==> src/hdtc_pkg.sv <==
/*
  constants and types for the transmit length counter and protocol test control.
  assumes an 8-bit register port and a byte-wide fifo path on ref_clk.
*/
`default_nettype none
package hdtc_pkg;
  // ****************************************
  // register map
  // ****************************************
  localparam logic [7:0] OFS_TXCNT = 8'h19;
  localparam logic [7:0] OFS_TEST = 8'h1A;
  localparam logic [7:0] OFS_CFG = 8'h1E;
  localparam logic [7:0] OFS_STAT = 8'h1F;
  localparam logic [7:0] RST_BYTE = 8'h00;
  // test control bit positions
  localparam int TB_SRST = 7;
  localparam int TB_RX_TO_TX_LOOPBACK = 6;
  localparam int TB_CRC = 3;
  localparam int TB_FIFO = 2;
  localparam int TB_ADDR = 1;
  localparam int TB_TRLOOP = 0;
  localparam logic [7:0] TEST_WMASK = 8'h4F;
  // config bit positions
  localparam int CB_CYCLE = 0;
  localparam int CB_RECEIVER_ENABLE_BIT = 1;
  localparam int CB_TRANSMITTER_ENABLE_BIT = 2;
  localparam int CB_FLIP = 3;
  localparam int CB_IDX = 4;
  // ****************************************
  // serial comparator tests
  // ****************************************
  localparam logic [15:0] CRC_REMAINDER = 16'hF0B8;
  localparam logic [4:0] SER_LEN = 5'h10;
  localparam logic [7:0] CNT_ONE = 8'h01;
  localparam logic [1:0] TAG_EOP = 2'h1;
  localparam logic [1:0] TAG_NONE = 2'h0;
  typedef enum logic [1:0] {SER_IDLE, SER_SHIFT, SER_DONE} hdtc_ser_t;
  typedef struct packed {
    logic [7:0] data;
    logic [1:0] tag;
  } hdtc_byte_t;
endpackage : hdtc_pkg
`default_nettype wire

==> src/hdtc_core.sv <==
/*
  transmit length counter, protocol test control, two-entry byte buffers.
  assumes fifos, receiver and transmitter on ref_clk; serial test clock and
  data and the line bit arrive from pins.
*/
// Implementation choice: the plain strobed port.
// Behaviour
// - 8-bit counter loaded by software with the next packet length.
// - when the counter is one the next fifo write is tagged end of packet.
// - counter decrements once per software write on the transmit port, as it completes, and holds at zero.
// - with cycle set the programmed length reloads after each packet.
// - soft reset bit holds the logic in reset but itself stays set.
// - soft reset clears only after two zero writes, or hardware reset.
// - rx-to-tx loopback copies received bytes and tags into both fifos.
// - looped packets, good or bad, are sent as if written by software.
// - crc test shifts 16 receive clocks into the comparator then stops.
// - crc test compares against F0B8, any bit may be corrupted.
// - fifo test turns tx writes into rx writes, rx reads into tx reads.
// - fifo test routes write tags to rx fifo, tx fifo tag to status.
// - address test shifts 16 receive clocks into the address comparator then stops.
// - tx-to-rx loopback feeds the transmit bit stream to the receiver.
`timescale 1ns/10ps
`default_nettype none
module hdtc_buf #(
  parameter int W = 10,
  parameter int DEPTH = 2
) (
  input wire logic clk,
  input wire logic rst_n,
  input wire logic flush,
  input wire logic in_valid,
  input wire logic [W-1:0] in_data,
  output logic in_ready,
  output logic in_ready_nxt,
  output logic out_valid,
  output logic [W-1:0] out_data,
  input wire logic out_ready
);
  localparam int AW = $clog2(DEPTH);
  localparam int CW = $clog2(DEPTH + 1);
  logic [W-1:0] mem_q [DEPTH];
  logic [AW-1:0] wp_q, wp_d, rp_q, rp_d;
  logic [CW-1:0] cnt_q, cnt_d;
  logic push, pop;
  assign push = in_valid && in_ready;
  assign pop = out_valid && out_ready;
  assign out_data = mem_q[rp_q];
  always_comb begin
    wp_d = wp_q;
    rp_d = rp_q;
    cnt_d = cnt_q;
    if (push) wp_d = (wp_q == AW'(DEPTH - 1)) ? '0 : wp_q + 1'b1;
    if (pop) rp_d = (rp_q == AW'(DEPTH - 1)) ? '0 : rp_q + 1'b1;
    cnt_d = cnt_q + CW'(push) - CW'(pop);
    if (flush) begin
      wp_d = '0;
      rp_d = '0;
      cnt_d = '0;
    end
    in_ready_nxt = (cnt_d != CW'(DEPTH));
  end
  always_ff @(posedge clk or negedge rst_n) begin
    if (!rst_n) begin
      wp_q <= '0;
      rp_q <= '0;
      cnt_q <= '0;
      in_ready <= 1'b0;
      out_valid <= 1'b0;
    end else begin
      wp_q <= wp_d;
      rp_q <= rp_d;
      cnt_q <= cnt_d;
      in_ready <= in_ready_nxt;
      out_valid <= (cnt_d != '0);
    end
  end
  always_ff @(posedge clk) begin
    if (push && !flush) mem_q[wp_q] <= in_data;
  end
endmodule : hdtc_buf

module hdtc_core
  import hdtc_pkg::*;
#(
  parameter logic [15:0] TEST_ADDR = 16'h0000,
  parameter int BUF_DEPTH = 2
) (
  input wire logic ref_clk,
  input wire logic rst_n,
  input wire logic [7:0] reg_addr,
  input wire logic [7:0] reg_wdata,
  input wire logic reg_wr,
  input wire logic reg_rd,
  output logic [7:0] reg_rdata,
  input wire logic cpu_txw_valid,
  input wire logic [7:0] cpu_txw_data,
  output logic cpu_txw_ready,
  input wire logic rx_byte_valid,
  input wire hdtc_byte_t rx_byte,
  output logic rx_byte_ready,
  output logic txf_valid,
  output hdtc_byte_t txf_word,
  input wire logic txf_ready,
  output logic rxf_valid,
  output hdtc_byte_t rxf_word,
  input wire logic rxf_ready,
  input wire logic cpu_rxf_rd,
  output logic rxf_rd,
  output logic txf_rd,
  input wire logic [1:0] rxf_out_tag,
  input wire logic [1:0] txf_out_tag,
  output logic [1:0] rx_tag_status,
  input wire logic receive_bit_clock,
  input wire logic test_sdi,
  input wire logic line_rx_bit,
  input wire logic tx_serial_bit,
  output logic rx_serial_in,
  output logic [1:0] test_clk_run,
  output logic [1:0] test_match,
  output logic protocol_soft_reset,
  output logic receiver_enable_bit,
  output logic transmitter_enable_bit
);
  function automatic logic hit(input logic [7:0] a, input logic [7:0] ofs);
    hit = (a == ofs);
  endfunction : hit
  // ****************************************
  // registers
  // ****************************************
  logic [7:0] cnt_q, cnt_d, len_q, len_d, test_q, test_d, cfg_q, cfg_d;
  logic [7:0] rdata_d;
  logic zc_q, zc_d, soft_d;
  logic cpu_take, rx_take, tx_push, rx_push, load_wr, test_wr;
  logic fifo_test, rx_to_tx_loopback;
  hdtc_byte_t cpu_word, tx_in, rx_in;
  logic [1:0] run_q, match_q;
  logic [4:0] bits_q [2];
  assign fifo_test = test_q[TB_FIFO];
  assign rx_to_tx_loopback = test_q[TB_RX_TO_TX_LOOPBACK];
  assign load_wr = reg_wr && hit(reg_addr, OFS_TXCNT);
  assign test_wr = reg_wr && hit(reg_addr, OFS_TEST);
  assign cpu_take = cpu_txw_valid && cpu_txw_ready;
  assign rx_take = rx_byte_valid && rx_byte_ready;
  assign cpu_word = '{data: cpu_txw_data, tag: (cnt_q == CNT_ONE) ? TAG_EOP : TAG_NONE};
  assign tx_in = rx_to_tx_loopback ? rx_byte : cpu_word;
  assign tx_push = (rx_to_tx_loopback && rx_take) || (!fifo_test && cpu_take);
  assign rx_in = fifo_test ? cpu_word : rx_byte;
  assign rx_push = fifo_test ? cpu_take : rx_take;
  always_comb begin
    cnt_d = cnt_q;
    len_d = len_q;
    test_d = test_q;
    cfg_d = cfg_q;
    zc_d = zc_q;
    soft_d = test_q[TB_SRST];
    if (cpu_take) begin
      if (cnt_q == CNT_ONE && cfg_q[CB_CYCLE]) cnt_d = len_q;
      else if (cnt_q != '0) cnt_d = cnt_q - CNT_ONE;
    end
    if (load_wr) begin
      cnt_d = reg_wdata;
      len_d = reg_wdata;
    end
    if (reg_wr && hit(reg_addr, OFS_CFG)) cfg_d = reg_wdata;
    if (test_wr) begin
      if (reg_wdata[TB_SRST]) begin
        soft_d = 1'b1;
        zc_d = 1'b0;
      end else if (test_q[TB_SRST]) begin
        soft_d = !zc_q;
        zc_d = !zc_q;
      end
      test_d = reg_wdata & TEST_WMASK;
      test_d[TB_SRST] = soft_d;
    end
    if (soft_d) begin
      cnt_d = RST_BYTE;
      len_d = RST_BYTE;
      cfg_d = RST_BYTE;
      test_d = RST_BYTE;
      test_d[TB_SRST] = 1'b1;
    end
    rdata_d = RST_BYTE;
    if (reg_rd) begin
      case (reg_addr)
        OFS_TXCNT: rdata_d = cnt_q;
        OFS_TEST: rdata_d = test_q;
        OFS_CFG: rdata_d = cfg_q;
        OFS_STAT: rdata_d = {4'h0, run_q, match_q};
        default: rdata_d = RST_BYTE;
      endcase
    end
  end
  always_ff @(posedge ref_clk or negedge rst_n) begin
    if (!rst_n) begin
      cnt_q <= RST_BYTE;
      len_q <= RST_BYTE;
      test_q <= RST_BYTE;
      cfg_q <= RST_BYTE;
      zc_q <= 1'b0;
      reg_rdata <= RST_BYTE;
    end else begin
      cnt_q <= cnt_d;
      len_q <= len_d;
      test_q <= test_d;
      cfg_q <= cfg_d;
      zc_q <= zc_d;
      reg_rdata <= rdata_d;
    end
  end
  assign protocol_soft_reset = test_q[TB_SRST];
  assign receiver_enable_bit = cfg_q[CB_RECEIVER_ENABLE_BIT];
  assign transmitter_enable_bit = cfg_q[CB_TRANSMITTER_ENABLE_BIT];
  // ****************************************
  // byte paths
  // ****************************************
  // flush in the very cycle soft reset is set, so no stored word leaks out after it
  logic tx_nxt, rx_nxt, cpu_rdy_d, rxb_rdy_d;
  hdtc_buf #(.W($bits(hdtc_byte_t)), .DEPTH(BUF_DEPTH)) u_txb (
    .clk(ref_clk), .rst_n(rst_n), .flush(soft_d),
    .in_valid(tx_push), .in_data(tx_in), .in_ready(), .in_ready_nxt(tx_nxt),
    .out_valid(txf_valid), .out_data(txf_word), .out_ready(txf_ready));
  hdtc_buf #(.W($bits(hdtc_byte_t)), .DEPTH(BUF_DEPTH)) u_rxb (
    .clk(ref_clk), .rst_n(rst_n), .flush(soft_d),
    .in_valid(rx_push), .in_data(rx_in), .in_ready(), .in_ready_nxt(rx_nxt),
    .out_valid(rxf_valid), .out_data(rxf_word), .out_ready(rxf_ready));
  assign cpu_rdy_d = !soft_d && (test_d[TB_FIFO] ? rx_nxt : (tx_nxt && !test_d[TB_RX_TO_TX_LOOPBACK]));
  assign rxb_rdy_d = !soft_d && !test_d[TB_FIFO] && rx_nxt && (tx_nxt || !test_d[TB_RX_TO_TX_LOOPBACK]);
  always_ff @(posedge ref_clk or negedge rst_n) begin
    if (!rst_n) begin
      cpu_txw_ready <= 1'b0;
      rx_byte_ready <= 1'b0;
      rxf_rd <= 1'b0;
      txf_rd <= 1'b0;
      rx_tag_status <= TAG_NONE;
    end else begin
      cpu_txw_ready <= cpu_rdy_d;
      rx_byte_ready <= rxb_rdy_d;
      rxf_rd <= cpu_rxf_rd && !fifo_test;
      txf_rd <= cpu_rxf_rd && fifo_test;
      rx_tag_status <= fifo_test ? txf_out_tag : rxf_out_tag;
    end
  end
  // ****************************************
  // pin synchronisers and serial tests
  // ****************************************
  logic [2:0] s1_q, s2_q;
  logic rxc_d3_q, rxc_rise;
  always_ff @(posedge ref_clk or negedge rst_n) begin
    if (!rst_n) begin
      s1_q <= '0;
      s2_q <= '0;
      rxc_d3_q <= 1'b0;
      rx_serial_in <= 1'b0;
    end else begin
      s1_q <= {line_rx_bit, test_sdi, receive_bit_clock};
      s2_q <= s1_q;
      rxc_d3_q <= s2_q[0];
      rx_serial_in <= test_q[TB_TRLOOP] ? tx_serial_bit : s2_q[2];
    end
  end
  assign rxc_rise = s2_q[0] && !rxc_d3_q;
  hdtc_ser_t st_q [2];
  logic [15:0] sh_q [2];
  logic [15:0] flip;
  assign flip = cfg_q[CB_FLIP] ? (16'h0001 << cfg_q[7:CB_IDX]) : 16'h0000;
  genvar gi;
  for (gi = 0; gi < 2; gi++) begin : g_ser
    hdtc_ser_t st_d;
    logic [15:0] sh_d, ref_v;
    logic [4:0] bits_d;
    logic en;
    assign en = test_q[(gi == 0) ? TB_CRC : TB_ADDR];
    assign ref_v = (gi == 0) ? (CRC_REMAINDER ^ flip) : TEST_ADDR;
    always_comb begin
      st_d = st_q[gi];
      sh_d = sh_q[gi];
      bits_d = bits_q[gi];
      case (st_q[gi])
        SER_IDLE: begin
          sh_d = '0;
          bits_d = '0;
          if (en) st_d = SER_SHIFT;
        end
        SER_SHIFT: begin
          if (rxc_rise) begin
            sh_d = {sh_q[gi][14:0], s2_q[1]};
            bits_d = bits_q[gi] + 5'h01;
            if (bits_d == SER_LEN) st_d = SER_DONE;
          end
        end
        SER_DONE: st_d = SER_DONE;
        default: st_d = SER_IDLE;
      endcase
      if (!en) st_d = SER_IDLE;
    end
    always_ff @(posedge ref_clk or negedge rst_n) begin
      if (!rst_n) begin
        st_q[gi] <= SER_IDLE;
        sh_q[gi] <= '0;
        bits_q[gi] <= '0;
        run_q[gi] <= 1'b0;
        match_q[gi] <= 1'b0;
      end else begin
        st_q[gi] <= st_d;
        sh_q[gi] <= sh_d;
        bits_q[gi] <= bits_d;
        run_q[gi] <= (st_d == SER_SHIFT);
        match_q[gi] <= (st_d == SER_DONE) && (sh_d == ref_v);
      end
    end
  end
  assign test_clk_run = run_q;
  assign test_match = match_q;
endmodule : hdtc_core
`default_nettype wire

==> config.mk <==
export PLATFORM = sky130hd
export DESIGN_NAME = hdtc_core
export DESIGN_NICKNAME = d
export VERILOG_FILES = /design/src/hdtc_pkg.sv /design/src/hdtc_core.sv
export SDC_FILE = /design/constraint.sdc
export NUM_CORES = 1
export LEC_CHECK = 0
export BUFFER_PORTS_ARGS = -buffer_cell sky130_fd_sc_hd__buf_2
export CAP_MARGIN = 20
export CORE_MARGIN = 2
export CORE_UTILIZATION = 45
export DETAILED_ROUTE_END_ITERATION = 10
export SLEW_MARGIN = 20
export SYNTH_ARGS = -nofsm -noshare
export SYNTH_HDL_FRONTEND = slang
export SYNTH_SLANG_ARGS = --single-unit
export TNS_END_PERCENT = 10
==> constraint.sdc <==
create_clock -name ref_clk -period 4.1 [get_ports ref_clk]
set_input_delay 0.82 -clock ref_clk [delete_from_list [all_inputs] [get_ports ref_clk]]
set_output_delay 0.82 -clock ref_clk [all_outputs]
set_load 0.005 [all_outputs]
==> flow_metrics.py <==
metrics = {
    "synthesis": {
        "avgSynthCellArea_um2": 11.2,
        "ys_warn_count": 0,
        "synth_nets": 725,
        "yosys.area.top_type_share": 0.387,
        "ys_ff_latch": 155,
        "seq_area_frac_synth": 0.549,
        "syn_area_um2": 7430,
        "ys.flop_type": "dfrtp_1",
        "ys_async_sr_fraction": 0.742,
        "synth-edff-count": 40,
        "synth.distinct_cells": 66,
        "yosys.area.top_type": "dfrtp_1",
        "synth_area_leaders": "dfrtp_1 (39%), edfxtp_1 (16%), mux2_2 (6.5%)",
        "postSynthCellCount": 666,
    },
    "cells_and_area": {
        "nets": 807,
        "multi_input_area_um2": 3120,
        "fin_area_um2": 8650,
        "antenna_cells": 0,
        "drive_gt1_frac": 0.251,
        "ff_latch_area_um2": 4080,
        "syn2layout_area_growth_pct": 16.5,
        "fillers": 1415,
    },
    "global_route": {
        "grt_start_max_net_pins": 75,
        "grtUsageMet3": 0.0372,
        "grt_use_met1": 0.260,
        "antenna_found_initial": 0,
        "grt_pass1_wl_mm": 27.9,
        "top_usage_layer": "met2",
        "grt_use_met2": 0.336,
        "grt_usage": 0.199,
        "grt_overflow_total": 0,
        "grt_pass1_vias": 5411,
    },
    "cts": {
        "cts.hold.buffers_added": 0,
        "max-clock-path-buffers": 2,
        "cts_buffers": 17,
        "cts_root_buffer": "clkbuf_16",
        "clock_latency_ps": 430,
        "path_clk_slew_ps": 70,
        "cts_tree": "done",
        "cts_resized": 0,
        "post_cts_buffers": 0,
        "clock-sinks": 155,
        "htreeDepth": 4,
    },
    "placed_design": {
        "hpwl_mm": 12.1,
        "routabilityCongestion": 0.911,
        "dpl_cell_area_um2": 8070,
        "port_buffers": 94,
    },
    "die": {
        "die_h_um": 133,
        "io_pins": 95,
        "num_rows": 46,
        "dieWidth_um": 133,
        "initial_core_util": 0.464,
        "coreArea_um2": 16000,
        "dieArea_um2": 17600,
    },
    "detailed_routing": {
        "drtIter0Drc": 518,
        "wire_per_inst_um": 17.6,
        "drt-total-wl_mm": 17.2,
        "drt_first_pass_iters": 8,
        "drcViolationCount": 0,
        "via_per_inst": 5.67,
        "vias": 5539,
        "ant_nets": 0,
    },
    "critical_path": {
        "rr_endpoint": "cpu_txw_ready$_DFF_PN0_",
        "arrival_ps": 3180,
        "slowest_stage": "nor3_4",
        "path_cells": "buf_2 > nor4b_4 > and3_1 > nand2_4 > a21oi_4 > inv_2 > nor3_4 > nor2_2 > a22o_1",
        "required_ps": 4420,
        "end_kind": "flop",
        "crit_path_start": "reg_addr[5]",
        "worstReg2RegStart": "test_q[2]$_DFF_PN0_",
        "crit_fanout": 31,
        "start_kind": "primary input",
        "crit_type": "in -> reg",
        "slowest_delay_ps": 460,
        "worst-r2r-cell-count": 8,
        "r2r_setup_slack_ps": 1480,
    },
    "timing": {
        "whs_ps": 349,
        "rsz0062_at_grt": "false",
        "maxSlewViolCount": 0,
        "setup_tns_ps": 0,
        "clock_skew_ps": 12.1,
        "final.period_utilization": 0.697,
        "max_freq_mhz": 350,
        "setup_violations": 0,
        "worst_pin_slew_ps": 923,
        "hold_violations": 0,
        "slew_headroom": 0.385,
        "layout_min_cycle_time_ps": 2860,
    },
    "power_and_ir_drop": {
        "vdd_drop_max_mv": 0.320,
        "p_leak_nw": 3.74,
        "powerDensity_nw_per_um2": 520,
    },
    "worst_hold_path": {
        "min_from": "s1_q[2]$_DFF_PN0_",
        "hold_end": "s2_q[2]$_DFF_PN0_",
        "worstHoldPathCells": 0,
        "hold_path_class": "reg -> reg",
    },
    "flow_run": {
        "drv_cap": 0,
    },
    "run_status": {
        "outcome": "finished, final reports clean",
    },
}
-- worst max path at each step --
stage / slack (ps) / depth (start not counted) / endpoint
after floorplan: 1460 / 8 / u_rxb.mem_q[0][0]$_DFFE_PP_
after global placement: 910 / 9 / cnt_q[6]$_DFFE_PN0P_
after detailed placement: 780 / 9 / cnt_q[5]$_DFFE_PN0P_
after CTS: 1240 / 9 / cnt_q[6]$_DFFE_PN0P_
after global routing: 1070 / 9 / cnt_q[6]$_DFFE_PN0P_
final: 1240 / 9 / cnt_q[6]$_DFFE_PN0P_
-- layer usage --
layer  wire length (um)  vias up
met2               8630      175
met1               7340     2725
met5                  0        -
met3               1010       18
met4                235        0
li1                   -     2621
-- sequential cells by signal (all words and copies together), names as in the netlist, 2 cells and up --
| signal | cells |
|---|---|
| sh_q | 32 |
| u_rxb.mem_q | 20 |
| u_txb.mem_q | 20 |
| bits_q | 10 |
| cfg_q | 8 |
| cnt_q | 8 |
| len_q | 8 |
| reg_rdata | 8 |
| test_q | 6 |
| st_q | 4 |
| s1_q | 3 |
| s2_q | 3 |
| rx_tag_status | 2 |
| test_clk_run | 2 |
| test_match | 2 |
| u_rxb.cnt_q | 2 |
| u_txb.cnt_q | 2 |
-- synth_stat cells (7+ instances only) --
library cell,number
a22o_1,50
a22oi_1,14
nor2_1,32
dfrtp_1,115
nand3b_1,7
xnor2_1,12
inv_1,17
edfxtp_1,40
ha_1,8
nand2_1,79
nand3_1,22
o21ai_0,34
clkbuf_1,23
and2_1,9
mux2_2,43
a21oi_1,33
buf_2,9
-- cell type report --
type,count,area share
well taps,216,0.0312
clock buffers,17,0.0492
flip-flops and latches,155,0.471
clock inverters,15,0.0187
multi-input cells,456,0.360
inverters,18,0.00781
repair buffers,100,0.0613
-- placed cells by master, fill, tap and decap left out, types with 6 or more instances in the layout --
cell / n
a22o_1: 50
o21ai_0: 34
edfxtp_1: 40
nor2_1: 32
inv_6: 6
buf_2: 93
xor2_1: 6
nand2b_1: 6
ha_1: 8
and3_1: 6
nor3_1: 6
nand3b_1: 7
a21oi_1: 33
buf_4: 6
nor2b_1: 6
xnor2_1: 12
mux2_2: 43
inv_1: 17
dfrtp_1: 115
and2_1: 9
nand2_1: 79
nand3_1: 22
nand4_1: 6
a22oi_1: 14
clkbuf_16: 17
-- through the flow --
step	instances	utilization	power (mW)	setup slack, ps
floorplan	666	-	2.62	1460
global placement	945	0.504	2.94	907
detailed placement	945	0.504	2.97	777
CTS	977	0.541	4.54	1240
global route	977	0.541	4.74	1070
finish	977	0.541	4.50	1240
-- logic make-up (layout without fill, tap and decap cells) --
logic type,after synthesis,count (layout),synth area share
flops,155,155,0.549
fa+ha+maj,8,8,0.0135
simple gates,216,216,0.155
mux,48,48,0.0719
buf+inv,55,150,0.0313
xor+xnor,18,18,0.0212
compound gates,166,166,0.158
-- worst max-delay path: cells and delay by family --
kind            cells  cell delay (ps)
compound gates      2              510
simple gates        5             1460
buf+inv             2              390
-- power by group --
part,switching [mW],internal [mW],total (mW)
logic,0.469,0.462,0.931
clock network,0.651,0.905,1.56
registers,0.205,1.81,2.01
(Power assumes the default switching activity.)
